[src/segl_map.svh]
// register map, field positions and timing constants of the segment display driver
//==========================================================================
`ifndef SEGL_MAP_SVH
`define SEGL_MAP_SVH

//==========================================================================
// register indexes, byte address is four times the index
`define SEGL_CTRL_IDX      10'h000
`define SEGL_STAT_IDX      10'h001
`define SEGL_MEM_FIRST     10'h080
`define SEGL_IDX_NONE      10'h3ff

//==========================================================================
// control fields
`define SEGL_TYPE_BIT      7
`define SEGL_PUMP_BIT      2
`define SEGL_DUTY_BIT      1
`define SEGL_EN_BIT        0
`define SEGL_CTRL_RST      8'h00
`define SEGL_CTRL_MASK     8'h87
`define SEGL_MASK_DUTY3    8'h07
`define SEGL_MASK_DUTY2    8'h03

//==========================================================================
// scan and levels
`define SEGL_NUM_COLS      21
`define SEGL_SUB_DIV       8
`define SEGL_SLOT_LAST3    2'h2
`define SEGL_SLOT_LAST2    2'h1
`define SEGL_THIRD_BP      2
`define SEGL_LVL_GND       2'h0
`define SEGL_LVL_MID       2'h1
`define SEGL_LVL_HIGH      2'h2

//==========================================================================
// timing
`define SEGL_CLK_MHZ       200
`define SEGL_RSTD_NS       1000
`define SEGL_SST_NS        1000
`define SEGL_HOLD_CYCLES   ((`SEGL_RSTD_NS + `SEGL_SST_NS) * `SEGL_CLK_MHZ / 1000)

`endif

[src/segl_pkg.sv]
// types shared by the segment display driver
`default_nettype none
package segl_pkg;
    typedef enum logic [1:0] {SCAN_IDLE, SCAN_READ, SCAN_COMMIT} segl_scan_type;
    typedef logic [1:0] segl_level_type;
endpackage
`default_nettype wire
[src/segl_drive.sv]
// segment display drive control with AHB-Lite register slave
//
// Decided for this implementation: the address map and register access over AHB-Lite.
`timescale 1ns/1ps
`include "segl_map.svh"
`default_nettype none
module segl_drive
    import segl_pkg::*;
#(
    parameter int NUM_COLS    = `SEGL_NUM_COLS,
    parameter int HOLD_CYCLES = `SEGL_HOLD_CYCLES
) (
    input  wire logic                  clk_i,
    input  wire logic                  srst_i,
    input  wire logic                  hsel_i,
    input  wire logic [31:0]           haddr_i,
    input  wire logic [1:0]            htrans_i,
    input  wire logic                  hwrite_i,
    input  wire logic [2:0]            hsize_i,
    input  wire logic                  hready_i,
    input  wire logic [31:0]           hwdata_i,
    output logic      [31:0]           hrdata_o,
    output logic                       hreadyout_o,
    output logic                       hresp_o,
    input  wire logic                  sub_clk_i,
    input  wire logic                  sleep_i,
    input  wire logic                  idle_i,
    input  wire logic                  mcu_reset_i,
    input  wire logic                  wdt_reset_i,
    input  wire logic                  serial_programming_mode_i,
    output logic      [5:0]            backplane_lines_o,
    output logic      [2*NUM_COLS-1:0] pixel_column_lines_o,
    output logic                       line_drive_en_o,
    output logic                       charge_pump_on_o
);
    localparam int MEM_AW = $clog2(NUM_COLS + 1);
    localparam int HOLD_W = $clog2(HOLD_CYCLES + 1);
    localparam logic [9:0] MEM_LAST = 10'(`SEGL_MEM_FIRST + NUM_COLS);
    localparam logic [MEM_AW-1:0] FIDX_LAST = MEM_AW'(NUM_COLS);
    localparam logic [2:0] DIV_LAST = 3'(`SEGL_SUB_DIV - 1);

    if (NUM_COLS < 1 || NUM_COLS > 117 || HOLD_CYCLES < 1)
    begin : g_chk
        $error("segl_drive parameters out of range");
    end

    //======================================================================
    // pin synchronisers
    logic [5:0] sync1_reg;
    logic [5:0] sync2_reg;
    logic       sub_prev_reg;
    logic       sub_s;
    logic       sleep_s;
    logic       idle_s;
    logic       mcu_s;
    logic       wdt_s;
    logic       icp_s;

    assign {sub_s, sleep_s, idle_s, mcu_s, wdt_s, icp_s} = sync2_reg;

    always_ff @(posedge clk_i)
    begin
        if (srst_i)
        begin
            sync1_reg    <= '0;
            sync2_reg    <= '0;
            sub_prev_reg <= 1'b0;
        end
        else
        begin
            sync1_reg    <= {sub_clk_i, sleep_i, idle_i, mcu_reset_i, wdt_reset_i,
                             serial_programming_mode_i};
            sync2_reg    <= sync1_reg;
            sub_prev_reg <= sub_s;
        end
    end

    //======================================================================
    // bus slave and control register
    logic [7:0]        ctrl_reg;
    logic [7:0]        ctrl_next;
    logic              wr_pend_reg;
    logic              wr_pend_next;
    logic [9:0]        wr_idx_reg;
    logic [9:0]        wr_idx_next;
    logic [1:0]        rd_stage_reg;
    logic [1:0]        rd_stage_next;
    logic [9:0]        rd_idx_reg;
    logic [9:0]        rd_idx_next;
    logic [31:0]       hrdata_reg;
    logic [31:0]       hrdata_next;
    logic              hready_reg;
    logic              hready_next;
    logic [9:0]        idx_in;
    logic              mem_we;
    logic [7:0]        mem_bus_rd;
    logic [7:0]        mem_scan_rd;
    logic [7:0]        stat_byte;
    logic [7:0]        mem_mask;
    logic [MEM_AW-1:0] fidx_reg;
    logic              disp_rst;
    logic              floating;
    logic [1:0]        show_slot_reg;
    logic              show_pol_reg;

    assign idx_in = (haddr_i[31:12] == '0) ? haddr_i[11:2] : `SEGL_IDX_NONE;
    assign mem_we = wr_pend_reg && wr_idx_reg >= `SEGL_MEM_FIRST && wr_idx_reg <= MEM_LAST;
    assign mem_mask = ctrl_reg[`SEGL_DUTY_BIT] ? `SEGL_MASK_DUTY2 : `SEGL_MASK_DUTY3;
    assign stat_byte = {3'h0, show_pol_reg, show_slot_reg, charge_pump_on_o, ~disp_rst};

    always_comb
    begin
        ctrl_next     = ctrl_reg;
        wr_pend_next  = 1'b0;
        wr_idx_next   = wr_idx_reg;
        rd_stage_next = rd_stage_reg;
        rd_idx_next   = rd_idx_reg;
        hrdata_next   = hrdata_reg;
        hready_next   = hready_reg;
        if (wr_pend_reg && wr_idx_reg == `SEGL_CTRL_IDX)
        begin
            ctrl_next = hwdata_i[7:0] & `SEGL_CTRL_MASK;
        end
        if (rd_stage_reg == 2'h1)
        begin
            rd_stage_next = 2'h2;
        end
        else if (rd_stage_reg == 2'h2)
        begin
            rd_stage_next = 2'h0;
            hready_next   = 1'b1;
            if (rd_idx_reg == `SEGL_CTRL_IDX)
                hrdata_next = {24'h0, ctrl_reg};
            else if (rd_idx_reg == `SEGL_STAT_IDX)
                hrdata_next = {24'h0, stat_byte};
            else if (rd_idx_reg >= `SEGL_MEM_FIRST && rd_idx_reg <= MEM_LAST)
                hrdata_next = {24'h0, mem_bus_rd & mem_mask};
            else
                hrdata_next = 32'h0;
        end
        else if (hsel_i && htrans_i[1] && hready_i)
        begin
            if (hwrite_i)
            begin
                wr_pend_next = 1'b1;
                wr_idx_next  = idx_in;
            end
            else
            begin
                rd_stage_next = 2'h1;
                rd_idx_next   = idx_in;
                hready_next   = 1'b0;
            end
        end
    end

    always_ff @(posedge clk_i)
    begin
        if (srst_i)
        begin
            ctrl_reg     <= `SEGL_CTRL_RST;
            wr_pend_reg  <= 1'b0;
            wr_idx_reg   <= `SEGL_IDX_NONE;
            rd_stage_reg <= 2'h0;
            rd_idx_reg   <= `SEGL_IDX_NONE;
            hrdata_reg   <= 32'h0;
            hready_reg   <= 1'b1;
        end
        else
        begin
            ctrl_reg     <= ctrl_next;
            wr_pend_reg  <= wr_pend_next;
            wr_idx_reg   <= wr_idx_next;
            rd_stage_reg <= rd_stage_next;
            rd_idx_reg   <= rd_idx_next;
            hrdata_reg   <= hrdata_next;
            hready_reg   <= hready_next;
        end
    end

    assign hrdata_o    = hrdata_reg;
    assign hreadyout_o = hready_reg;
    assign hresp_o     = 1'b0;

    // bus reads one cycle after the write edge, so a read right behind a write sees it
    segl_mem #(
        .DATA_W (8),
        .DEPTH  (NUM_COLS + 1),
        .ADDR_W (MEM_AW)
    ) u_mem (
        .clk_i     (clk_i),
        .we_i      (mem_we),
        .waddr_i   (MEM_AW'(wr_idx_reg - `SEGL_MEM_FIRST)),
        .wdata_i   (hwdata_i[7:0]),
        .raddr_a_i (MEM_AW'(rd_idx_reg - `SEGL_MEM_FIRST)),
        .rdata_a_o (mem_bus_rd),
        .raddr_b_i (fidx_reg),
        .rdata_b_o (mem_scan_rd)
    );

    //======================================================================
    // reset conditions and float hold
    logic [HOLD_W-1:0] hold_reg;
    logic [HOLD_W-1:0] hold_next;
    logic              dev_rst;

    assign dev_rst  = mcu_s | (wdt_s & ~(idle_s | sleep_s));
    assign disp_rst = ~ctrl_reg[`SEGL_EN_BIT] | sleep_s | icp_s;
    assign floating = dev_rst | (hold_reg != '0);

    always_comb
    begin
        hold_next = hold_reg;
        if (dev_rst)
            hold_next = HOLD_W'(HOLD_CYCLES);
        else if (hold_reg != '0)
            hold_next = hold_reg - 1'b1;
    end

    always_ff @(posedge clk_i)
    begin
        if (srst_i)
            hold_reg <= '0;
        else
            hold_reg <= hold_next;
    end

    //======================================================================
    // frame timing and memory scan
    segl_scan_type     state_reg;
    segl_scan_type     state_next;
    logic [2:0]        div_reg;
    logic [2:0]        div_next;
    logic [1:0]        slot_reg;
    logic [1:0]        slot_next;
    logic              pol_reg;
    logic              pol_next;
    logic [MEM_AW-1:0] fidx_next;
    logic              cap_v_reg;
    logic              cap_v_next;
    logic [MEM_AW-1:0] cap_idx_reg;
    logic [MEM_AW-1:0] cap_idx_next;
    logic [NUM_COLS:0] fetch_reg;
    logic [NUM_COLS:0] fetch_next;
    logic [NUM_COLS:0] show_reg;
    logic [NUM_COLS:0] show_next;
    logic [1:0]        show_slot_next;
    logic              show_pol_next;
    logic [1:0]        slot_last;
    logic              tick;

    assign slot_last = ctrl_reg[`SEGL_DUTY_BIT] ? `SEGL_SLOT_LAST2 : `SEGL_SLOT_LAST3;
    assign tick = sub_s & ~sub_prev_reg & (div_reg == DIV_LAST);

    always_comb
    begin
        state_next     = state_reg;
        div_next       = div_reg;
        slot_next      = slot_reg;
        pol_next       = pol_reg;
        fidx_next      = fidx_reg;
        cap_v_next     = 1'b0;
        cap_idx_next   = cap_idx_reg;
        fetch_next     = fetch_reg;
        show_next      = show_reg;
        show_slot_next = show_slot_reg;
        show_pol_next  = show_pol_reg;
        if (sub_s && !sub_prev_reg)
            div_next = div_reg + 1'b1;
        if (cap_v_reg)
            fetch_next[cap_idx_reg] = mem_scan_rd[slot_reg];
        case (state_reg)
            SCAN_IDLE:
            begin
                if (tick)
                begin
                    fidx_next  = '0;
                    state_next = SCAN_READ;
                    if (ctrl_reg[`SEGL_TYPE_BIT])
                    begin
                        slot_next = (slot_reg >= slot_last) ? 2'h0 : slot_reg + 1'b1;
                        if (slot_reg >= slot_last)
                            pol_next = ~pol_reg;
                    end
                    else if (!pol_reg)
                    begin
                        pol_next = 1'b1;
                    end
                    else
                    begin
                        pol_next  = 1'b0;
                        slot_next = (slot_reg >= slot_last) ? 2'h0 : slot_reg + 1'b1;
                    end
                end
            end
            SCAN_READ:
            begin
                cap_v_next   = 1'b1;
                cap_idx_next = fidx_reg;
                if (fidx_reg == FIDX_LAST)
                    state_next = SCAN_COMMIT;
                else
                    fidx_next = fidx_reg + 1'b1;
            end
            SCAN_COMMIT:
            begin
                // slot, polarity and bits change together so no mixed slot is shown
                show_next      = fetch_next;
                show_slot_next = slot_reg;
                show_pol_next  = pol_reg;
                state_next     = SCAN_IDLE;
            end
            default:
            begin
                state_next = SCAN_IDLE;
            end
        endcase
        if (disp_rst || floating)
        begin
            state_next = SCAN_IDLE;
            div_next   = 3'h0;
            slot_next  = 2'h0;
            pol_next   = 1'b0;
            cap_v_next = 1'b0;
            {show_next, show_slot_next, show_pol_next} = '0;
        end
    end

    always_ff @(posedge clk_i)
    begin
        if (srst_i)
        begin
            state_reg     <= SCAN_IDLE;
            div_reg       <= 3'h0;
            slot_reg      <= 2'h0;
            pol_reg       <= 1'b0;
            fidx_reg      <= '0;
            cap_v_reg     <= 1'b0;
            cap_idx_reg   <= '0;
            fetch_reg     <= '0;
            show_reg      <= '0;
            show_slot_reg <= 2'h0;
            show_pol_reg  <= 1'b0;
        end
        else
        begin
            state_reg     <= state_next;
            div_reg       <= div_next;
            slot_reg      <= slot_next;
            pol_reg       <= pol_next;
            fidx_reg      <= fidx_next;
            cap_v_reg     <= cap_v_next;
            cap_idx_reg   <= cap_idx_next;
            fetch_reg     <= fetch_next;
            show_reg      <= show_next;
            show_slot_reg <= show_slot_next;
            show_pol_reg  <= show_pol_next;
        end
    end

    //======================================================================
    // line levels, half bias
    logic [5:0]            bp_next;
    logic [2*NUM_COLS-1:0] col_next;
    logic [5:0]            bp_reg;
    logic [2*NUM_COLS-1:0] col_reg;
    logic                  drive_en_reg;
    logic                  pump_reg;

    for (genvar c = 0; c < NUM_COLS; c++)
    begin : g_col
        // column swings two levels: opposite of the active backplane when lit
        assign col_next[2*c +: 2] = (disp_rst || floating) ? `SEGL_LVL_GND :
            ((show_reg[c] ~^ show_pol_reg) ? `SEGL_LVL_HIGH : `SEGL_LVL_GND);
    end

    for (genvar b = 0; b < 3; b++)
    begin : g_bp
        if (b == `SEGL_THIRD_BP)
        begin : g_third
            assign bp_next[2*b +: 2] = (disp_rst || floating) ? `SEGL_LVL_GND :
                ctrl_reg[`SEGL_DUTY_BIT] ?
                ((show_reg[NUM_COLS] ~^ show_pol_reg) ? `SEGL_LVL_HIGH : `SEGL_LVL_GND) :
                (show_slot_reg == 2'(b)) ?
                (show_pol_reg ? `SEGL_LVL_GND : `SEGL_LVL_HIGH) : `SEGL_LVL_MID;
        end
        else
        begin : g_plain
            assign bp_next[2*b +: 2] = (disp_rst || floating) ? `SEGL_LVL_GND :
                (show_slot_reg == 2'(b)) ?
                (show_pol_reg ? `SEGL_LVL_GND : `SEGL_LVL_HIGH) : `SEGL_LVL_MID;
        end
    end

    always_ff @(posedge clk_i)
    begin
        if (srst_i)
        begin
            bp_reg       <= '0;
            col_reg      <= '0;
            drive_en_reg <= 1'b0;
            pump_reg     <= 1'b0;
        end
        else
        begin
            bp_reg       <= bp_next;
            col_reg      <= col_next;
            drive_en_reg <= ~floating;
            pump_reg     <= ctrl_reg[`SEGL_PUMP_BIT] | icp_s;
        end
    end

    assign backplane_lines_o    = bp_reg;
    assign pixel_column_lines_o = col_reg;
    assign line_drive_en_o      = drive_en_reg;
    assign charge_pump_on_o     = pump_reg;
endmodule
`default_nettype wire

[src/segl_mem.sv]
// display memory with one write port and two registered read ports
`timescale 1ns/1ps
`default_nettype none
module segl_mem #(
    parameter int DATA_W = 8,
    parameter int DEPTH  = 22,
    parameter int ADDR_W = 5
) (
    input  wire logic              clk_i,
    input  wire logic              we_i,
    input  wire logic [ADDR_W-1:0] waddr_i,
    input  wire logic [DATA_W-1:0] wdata_i,
    input  wire logic [ADDR_W-1:0] raddr_a_i,
    output logic      [DATA_W-1:0] rdata_a_o,
    input  wire logic [ADDR_W-1:0] raddr_b_i,
    output logic      [DATA_W-1:0] rdata_b_o
);
    //======================================================================
    // storage, left unreset: contents are undefined after power-on
    logic [DATA_W-1:0] mem_reg [DEPTH];

    if (DEPTH < 1 || DEPTH > (1 << ADDR_W))
    begin : g_chk
        $error("segl_mem depth does not fit address width");
    end

    always_ff @(posedge clk_i)
    begin
        if (we_i)
        begin
            mem_reg[waddr_i] <= wdata_i;
        end
        rdata_a_o <= mem_reg[raddr_a_i];
        rdata_b_o <= mem_reg[raddr_b_i];
    end
endmodule
`default_nettype wire

[config.mk]
export PLATFORM = sky130hd
export DESIGN_NAME = segl_drive
export DESIGN_NICKNAME = d
export VERILOG_FILES = /design/src/segl_pkg.sv /design/src/segl_drive.sv /design/src/segl_mem.sv
export VERILOG_INCLUDE_DIRS = /design/src
export SDC_FILE = /design/constraint.sdc
export NUM_CORES = 1
export LEC_CHECK = 0
export BUFFER_PORTS_ARGS = -buffer_cell sky130_fd_sc_hd__buf_2
export CAP_MARGIN = 20
export CORE_MARGIN = 3
export CORE_UTILIZATION = 35
export CTS_BUF_LIST = sky130_fd_sc_hd__clkbuf_4 sky130_fd_sc_hd__clkbuf_8
export CTS_CLUSTER_SIZE = 30
export DETAILED_ROUTE_END_ITERATION = 7
export REMOVE_ABC_BUFFERS = 1
export SETUP_SLACK_MARGIN = 0.2
export SYNTH_ARGS = -nofsm -noshare
export SYNTH_HDL_FRONTEND = slang
export SYNTH_SLANG_ARGS = --single-unit
[constraint.sdc]
create_clock -name clk_i -period 2.36 [get_ports clk_i]
set_clock_uncertainty 0.1 [all_clocks]
set_input_delay 0.354 -clock clk_i [delete_from_list [all_inputs] [get_ports clk_i]]
set_output_delay 0.354 -clock clk_i [all_outputs]
set_load 0.02 [all_outputs]
==> flow_summary.yaml, run 1 <==
synth:
  synth.area.top_cells: "dfxtp_1 30%, edfxtp_1 25%, mux2i_1 5.7%"
  synth_top_area_cell: "dfxtp_1"
  synth-edff-count: 88
  synthSimpleGateAreaFrac_pct: 14.8
  avgSynthCellArea_um2: 11.3
  ys_ff_latch: 246
  yosysUniqueCellTypes: 60
  yosysWarnings: 0
  ys.flop_type: "dfxtp_1"
  synth_compound_area_share_pct: 9.26
  synth_mux_area_share_pct: 11.3
  synth_top_area_share_pct: 29.8
  synthArstFlopShare_pct: 0
  synth_xor_area_share_pct: 2.15
  syn_area_mm2: 0.0106
  synth_seq_area_share_pct: 54.7
  synthCells: 936
  synth_fa_ha_area_share_pct: 1.18
  synth_top_family_by_area: "simple AND/OR/NAND/NOR gates"
routing:
  met3_wirelength_mm: 1.32
  drt_iter0_drc: 358
  wirelength_mm: 21.9
  drc: 0
  ant_nets: 0
  first_pass_iters: 4
  via_count: 7089
  met1_length_mm: 9.81
  drt-vias-per-instance: 4.82
  top_layer: "met4"
  detail_route.wl_per_cell_um: 14.9
  met2_length_mm: 10.5
worst_setup_path:
  arrival_ns: 2.15
  critPathCaptureType: "flip-flop"
  crit_type: "reg -> reg"
  start_kind: "flip-flop"
  rr_worst_depth: 5
  cp.required_ns: 2.42
  critical_path_peak_fanout: 5
timing:
  period_share_pct: 88.4
  setup_viol: 0
  fin_crit_ns: 2.09
  rsz0062_at_grt: "no"
  hold_viol: 0
  final_max_slew_viol_count: 0
  relSlewSlack_pct: 50.8
  fmax_ghz: 0.479
  worst_pin_slew_ns: 0.738
  fin_hold_ws_ns: 0.0270
floorplanning:
  fp.dieH_um: 180
  fp-row-count: 63
  start_util_pct: 35.6
  dieArea_mm2: 0.0324
  dieWidth_um: 180
  pin_count: 164
  core_mm2: 0.0298
clock_network:
  cts_tree: "built"
  clockBufferDepth: 3
  clkSinkCount: 246
  post-cts-setup-buffers: 0
  clk_pin_slew_ns: 0.06
  cts-root-buf: "clkbuf_8"
  cts_buffers: 41
  clock_latency_ns: 0.51
  cts_max_level: 2
min_path:
  hold_depth: 2
  hold_class: "in -> reg"
place:
  io_buffer_count: 82
  routabilityCongestion: 0.770
  placed_area_mm2: 0.0114
  dp.final_hpwl_mm: 15.0
pwr:
  ir_worst_vdd_mv: 0.384
  leakage_uw: 0.00483
  finalPower_uw: 8780
  pwr_density_cell_mw_per_mm2: 708
grt:
  antenna_found_initial: 1
  grt_overflow: 0
  grt_pass1_vias: 6861
  grt_pass1_wl_mm: 35.6
  grt_max_degree: 47
  track_usage_pct: 13.3
final_layout:
  largest_reg_flops: 88
  most-common-layout-cells: "157 x dfxtp_1, 131 x nor2_1, 88 x edfxtp_1"
  layout-drive-gt1-share_pct: 23.9
  n_antenna_cell: 0
  mostFrequentLayoutCell: "dfxtp_1"
  area_delta_synth_final_pct: 16.9
  post-route-cell-area_mm2: 0.0124
  final_nets: 1147
  fill_cells: 2860
status:
  status: "finished, final reports clean"
run:
  drv_cap: 0
final cells by class:
| class | count | area [um^2] | share of cell area (%) |
|---|---|---|---|
| Multi-Input combinational cell | 614 | 4330 | 34.9 |
| Inverter | 16 | 60.1 | 0.484 |
| Tap cell | 390 | 488 | 3.94 |
| Timing Repair Buffer | 138 | 933 | 7.53 |
| Sequential cell | 246 | 5810 | 46.8 |
| Clock inverter | 7 | 28.8 | 0.232 |
| Clock buffer | 61 | 758 | 6.11 |
metrics by stage:
stage | TNS, ns | setup slack (ns) | utilization [%] | instances
floorplan | -30.34 | -0.900 | - | 876
global placement | 0 | 0.179 | 38.3 | 1388
detailed placement | 0 | 0.173 | 38.3 | 1388
CTS | 0 | 0.209 | 41.5 | 1472
global route | 0 | 0.193 | 41.6 | 1472
finish | 0 | 0.274 | 41.6 | 1472
logic make-up (layout without fill, tap and decap cells):
kind of cell,Yosys count,after routing
simple gates,316,316
flops,246,246
compound gates,126,126
buf+inv,123,222
mux,88,88
xor+xnor,26,26
fa+ha+maj,10,10
other cells,1,48
per-layer routing:
layer	track usage [%]	vias to the layer above
li1	-	3512
met4	3.50	0
met3	3.17	30
met1	17.5	3363
met5	0	-
met2	22.1	184
critical path, stage by stage (launching register included):
cell	delay (ns)
dfxtp_1	0.31
nor4_1	0.28
buf_4	0.17
nand4_1	0.13
or2_2	0.39
nor2_1	0.36
final timing paths:
path                       from                    to  slack, ns
setup / recovery  wr_idx_reg[9]  u_mem.mem_reg[19][0]       0.27
hold / removal       haddr_i[4]         rd_idx_reg[2]       0.03
setup reg to reg  wr_idx_reg[9]  u_mem.mem_reg[19][0]       0.27
hold reg to reg    sync1_reg[5]          sync2_reg[5]       0.33
what timing repair did:
action / CTS / global route
hold endpoints to repair: 16 / 0
pin swaps: 0 / 1
resized for setup: 2 / 7
gates cloned: 0 / 0
hold buffers: 16 / 0
endpoints found under the setup margin: 8 / 92
cell usage after synthesis (12+ instances only):
master / n
a21oi_1: 27
a22oi_1: 12
nand3_1: 14
mux4_2: 25
buf_4: 49
edfxtp_1: 88
buf_2: 14
a211oi_2: 22
xor2_1: 21
inv_1: 16
nor4_1: 19
dfxtp_1: 158
o21ai_0: 17
nor2b_1: 21
clkbuf_1: 34
nand2_1: 52
nor2_1: 137
mux2i_1: 60
report_power, final:
group | switching [uW] | total [uW] | internal (uW) | leakage (uW)
Sequential | 75.8 | 4540 | 4470 | 0.00207
Clock | 1580 | 3610 | 2030 | 0.000421
Combinational | 351 | 628 | 277 | 0.00234
Total | 2000 | 8780 | 6780 | 0.00483
(Power assumes the default switching activity.)
==> run 2: changes to the inputs <==
--- a/config.mk
+++ b/config.mk
@@ -13,7 +13,6 @@
 export CTS_BUF_LIST = sky130_fd_sc_hd__clkbuf_4 sky130_fd_sc_hd__clkbuf_8
 export CTS_CLUSTER_SIZE = 30
 export DETAILED_ROUTE_END_ITERATION = 7
-export REMOVE_ABC_BUFFERS = 1
 export SETUP_SLACK_MARGIN = 0.2
 export SYNTH_ARGS = -nofsm -noshare
 export SYNTH_HDL_FRONTEND = slang
==> flow_summary.yaml, run 2 (same netlist as run 1, synthesis figures left out) <==
clock_network:
  clock_latency_ns: 0.53
  cts-root-buf: "clkbuf_8"
  cts_max_level: 2
  clkSinkCount: 246
  clk_pin_slew_ns: 0.06
  cts_tree: "built"
  cts_buffers: 41
  clockBufferDepth: 3
timing:
  tns_ns: 0
  relSlewSlack_pct: 53.5
  period_share_pct: 87.2
  fin_crit_ns: 2.06
  fin_hold_ws_ns: 0.0532
  setup_ws_ns: 0.301
  setup_viol: 0
  rsz0062_at_grt: "yes"
  hold_viol: 0
  worst_pin_slew_ns: 0.691
  fmax_ghz: 0.486
  final_max_slew_viol_count: 0
place:
  io_buffer_count: 82
  placed_area_mm2: 0.0114
  dp.final_hpwl_mm: 15.1
  pre_cts_ws_ns: 0.0766
  routabilityCongestion: 0.794
pwr:
  leakage_uw: 0.00491
  pwr_density_cell_mw_per_mm2: 724
  ir_worst_vdd_mv: 0.438
floorplanning:
  core_mm2: 0.0298
  fp.dieH_um: 180
  fp-row-count: 63
  start_util_pct: 35.6
  dieArea_mm2: 0.0324
  dieWidth_um: 180
  pin_count: 164
worst_setup_path:
  r2r-end: "u_mem.mem_reg[8][2]"
  ff2ff_setup_slack_ns: 0.30
  start_kind: "flip-flop"
  crit_type: "reg -> reg"
  cpPeakStageDelay_ns: 0.50
  critical_path_peak_fanout: 6
  r2r-start: "wr_idx_reg[8]"
  cp.required_ns: 2.48
  crit_family: "compound AO/OA/AOI/OAI gates"
  crit_top_cell: "buf_4"
  rr_worst_depth: 6
  critPathBufInv: 2
  arrival_ns: 2.18
  worstPathCellList: "nor4_4 > buf_4 > nand3_4 > a2111o_1 > nor2_1 > buf_4"
  critPathCaptureType: "flip-flop"
  cp_slowest_cell: "a2111o_1"
grt:
  grt_pass1_wl_mm: 36.5
  track_usage_pct: 13.6
  antenna_found_initial: 0
  grt_max_degree: 54
  grt_pass1_vias: 7043
  grt_overflow: 0
min_path:
  hold_depth: 4
  hold_class: "in -> reg"
  min_from: "hwrite_i"
  holdPathEnd: "rd_stage_reg[0]"
routing:
  wirelength_mm: 22.7
  ant_nets: 0
  drc: 0
  detail_route.wl_per_cell_um: 15.3
  drt-vias-per-instance: 4.90
  first_pass_iters: 5
  via_count: 7242
  drt_iter0_drc: 606
final_layout:
  utilization_pct: 42.1
  largest_reg_flops: 88
  post-route-cell-area_mm2: 0.0125
  multi_input_area_mm2: 0.00437
  most-common-layout-cells: "156 x dfxtp_1, 130 x nor2_1, 88 x edfxtp_1"
  area_delta_synth_final_pct: 18.2
  n_antenna_cell: 0
  seq_area_mm2: 0.00581
  final_nets: 1151
  layout-drive-gt1-share_pct: 25.3
  mostFrequentLayoutCell: "dfxtp_1"
  fill_cells: 2870
run:
  drv_cap: 0
status:
  status: "finished, final reports clean"
-- run 2: metal layers --
| metal | global-route usage (%) | wire (um) | up-vias |
|---|---|---|---|
| met5 | 0 | 0 | - |
| li1 | - | - | 3520 |
| met4 | 3.56 | 355 | 0 |
| met1 | 18.9 | 10400 | 3496 |
| met3 | 2.75 | 1350 | 36 |
| met2 | 21.8 | 10600 | 190 |
-- run 2: per-stage QoR --
step                total power [uW]  instances
floorplan                       5110        983
global placement                5210       1390
detailed placement              5230       1390
CTS                             9180       1478
global route                    9510       1479
finish                          9080       1479
-- run 2: cell type report --
type                            count  share of cell area, %
Inverter                           16                  0.479
Timing Repair Buffer              142                   7.70
Clock inverter                     16                   1.28
Tap cell                          390                   3.89
Sequential cell                   246                   46.3
Clock buffer                       55                   5.54
Multi-Input combinational cell    614                   34.8
-- run 2: worst max path at each step --
stage                                from  cells past startpoint  slack [ns]                   end
after floorplan           rd_stage_reg[0]                      8        0.38         rd_idx_reg[0]
after global placement      wr_idx_reg[9]                      5        0.16  u_mem.mem_reg[16][1]
after detailed placement    wr_idx_reg[9]                      5        0.08  u_mem.mem_reg[16][0]
after CTS                   wr_idx_reg[9]                      6        0.19   u_mem.mem_reg[5][3]
after global routing        wr_idx_reg[8]                      6        0.17   u_mem.mem_reg[0][2]
final                       wr_idx_reg[8]                      6        0.30   u_mem.mem_reg[8][2]
-- run 2: worst reg2reg max path, stage by stage, from the launching register on --
cell	delay, ns
dfxtp_2	0.33
nor4_4	0.27
buf_4	0.17
nand3_4	0.07
a2111o_1	0.50
nor2_1	0.15
buf_4	0.15
-- run 2: report_power, final --
group / total [uW] / leakage (uW) / switching (uW) / internal (uW)
registers: 4550 / 0.00207 / 81.9 / 4470
clock network: 3890 / 0.000457 / 1650 / 2250
logic: 639 / 0.00238 / 359 / 280
-- run 2: what timing repair did --
action                                  in CTS  in global routing
endpoints found under the setup margin      68                116
pin swaps                                    1                  6
hold buffers                                17                  0
hold endpoints to repair                    22                  0
buffers inserted                             0                  1
cloned                                       0                  0
gates resized for setup                      4                 14
==> run 3: changes to the inputs <==
--- a/config.mk
+++ b/config.mk
@@ -8,10 +8,10 @@
 export LEC_CHECK = 0
 export BUFFER_PORTS_ARGS = -buffer_cell sky130_fd_sc_hd__buf_2
 export CAP_MARGIN = 20
-export CORE_MARGIN = 3
+export CORE_MARGIN = 2
 export CORE_UTILIZATION = 35
 export CTS_BUF_LIST = sky130_fd_sc_hd__clkbuf_4 sky130_fd_sc_hd__clkbuf_8
-export CTS_CLUSTER_SIZE = 30
+export CTS_CLUSTER_SIZE = 28
 export DETAILED_ROUTE_END_ITERATION = 7
 export SETUP_SLACK_MARGIN = 0.2
 export SYNTH_ARGS = -nofsm -noshare
==> flow_summary.yaml, run 3 (same netlist as run 1, synthesis figures left out) <==
final_layout:
  mostFrequentLayoutCell: "dfxtp_1"
  n_antenna_cell: 0
  final_nets: 1154
  fill_cells: 2832
  multi_input_area_mm2: 0.00434
  largest_reg_flops: 88
  area_delta_synth_final_pct: 18.1
  layout-drive-gt1-share_pct: 24.9
  seq_area_mm2: 0.00581
  utilization_pct: 42.2
  most-common-layout-cells: "157 x dfxtp_1, 131 x nor2_1, 88 x edfxtp_1"
timing:
  hold_viol: 0
  fin_crit_ns: 2.03
  fin_hold_ws_ns: 0.0462
  tns_ns: 0
  rsz0062_at_grt: "no"
  fmax_ghz: 0.493
  relSlewSlack_pct: 64.5
  worst_pin_slew_ns: 0.533
  period_share_pct: 85.9
  final_max_slew_viol_count: 0
  setup_viol: 0
routing:
  drc: 0
  ant_nets: 0
  wirelength_mm: 23.0
  detail_route.wl_per_cell_um: 15.5
  first_pass_iters: 5
  drt-vias-per-instance: 4.87
  drt_iter0_drc: 478
  via_count: 7231
min_path:
  hold_class: "in -> reg"
pwr:
  pwr-share-seq_pct: 50.1
  finalPower_uw: 9060
  ir_worst_vdd_mv: 0.348
  power_switching_uw: 2090
  p_int_uw: 6970
  p_clk_share_pct: 42.8
  pwr_density_cell_mw_per_mm2: 723
  p_comb_share_pct: 7.1
  p_sw_share_pct: 23.0
  leakage_uw: 0.00490
worst_setup_path:
  crit_type: "reg -> reg"
  critical_path_peak_fanout: 6
  start_kind: "flip-flop"
  arrival_ns: 2.17
  cp.required_ns: 2.50
  critPathCaptureType: "flip-flop"
grt:
  grtUsageMet1_pct: 20.3
  grt_pass1_wl_mm: 36.3
  top_usage_layer: "met2"
  grtUsageMet3_pct: 3.05
  grt_util_met2_pct: 22.2
  antenna_found_initial: 0
  grt_overflow: 0
  grt_max_degree: 54
  grt_pass1_vias: 6817
  track_usage_pct: 14.4
clock_network:
  cts-root-buf: "clkbuf_8"
  clk_pin_slew_ns: 0.07
  clkSinkCount: 246
  clock_latency_ns: 0.54
  cts_buffers: 41
  cts_tree: "built"
  cts_max_level: 2
  clockBufferDepth: 3
  post-cts-setup-buffers: 0
status:
  status: "finished, final reports clean"
place:
  io_buffer_count: 82
  dp.final_hpwl_mm: 15.3
  routabilityCongestion: 0.783
run:
  drv_cap: 0
floorplanning:
  start_util_pct: 35.7
  fp-row-count: 63
  dieWidth_um: 178
  pin_count: 164
  dieArea_mm2: 0.0317
  core_mm2: 0.0297
  fp.dieH_um: 178
run 3: cell count changes in the layout (fill, tap and decap cells not counted), sizes merged:
| cell | previous run | this run |
|---|---|---|
| bufinv | 3 | 2 |
| buf | 125 | 127 |
| clkinvlp | 1 | 2 |
| clkbuf | 55 | 59 |
| inv | 17 | 16 |
run 3: metrics by stage:
stage	cells	worst slack [ns]	cell area (um^2)
2_1_floorplan	983	0.379	10800
3_3_place_gp	1393	0.206	11400
3_5_place_dp	1393	0.182	11400
4_1_cts	1483	0.152	12500
5_1_grt	1484	0.208	12500
6_report	1484	0.332	12500
run 3: metal layers:
metal  wire (um)  share of wire [%]
met1       10600                 46
met2       10500                 46
met3        1450                6.3
met4         464                2.0
met5           0                  0
run 3: timing repair:
| action | 4_1_cts | 5_1_grt |
|---|---|---|
| pin swaps | 0 | 1 |
| hold buffers | 17 | 0 |
| hold endpoints to repair | 20 | 0 |
| endpoints found under the setup margin | 21 | 112 |
| cloned | 0 | 1 |
| resized for setup | 4 | 8 |
run 3: final timing paths:
check	start	endpoint	slack [ns]	cells after the start
setup / recovery	wr_idx_reg[9]	u_mem.mem_reg[21][1]	0.33	6
setup reg to reg	wr_idx_reg[9]	u_mem.mem_reg[21][1]	0.33	6
hold / removal	hwrite_i	rd_stage_reg[0]	0.05	4
hold reg to reg	sync1_reg[1]	sync2_reg[1]	0.33	1
run 3: worst max-delay path: stages, from the launching register on:
cell     delay (ns)
dfxtp_1        0.32
nor4_2         0.27
buf_4          0.16
nand4_1        0.11
a211o_1        0.43
nor2_1         0.20
buf_4          0.15
run 3: layout make-up:
cell class                 count  area share (%)
clock buffer                  58            5.87
timing repair buffer         145            7.83
tap                          390            3.89
multi-input combinational    614            34.6
sequential                   246            46.3
inverter                      16           0.479
clock inverter                15           0.978
run 3: power groups by stage:
stage	registers [uW]	clock network [uW]	logic, uW
floorplan	4620	0	493
global placement	4620	0	590
detailed placement	4630	0	597
CTS	4540	3980	626
global route	4550	4180	710
finish	4540	3880	639
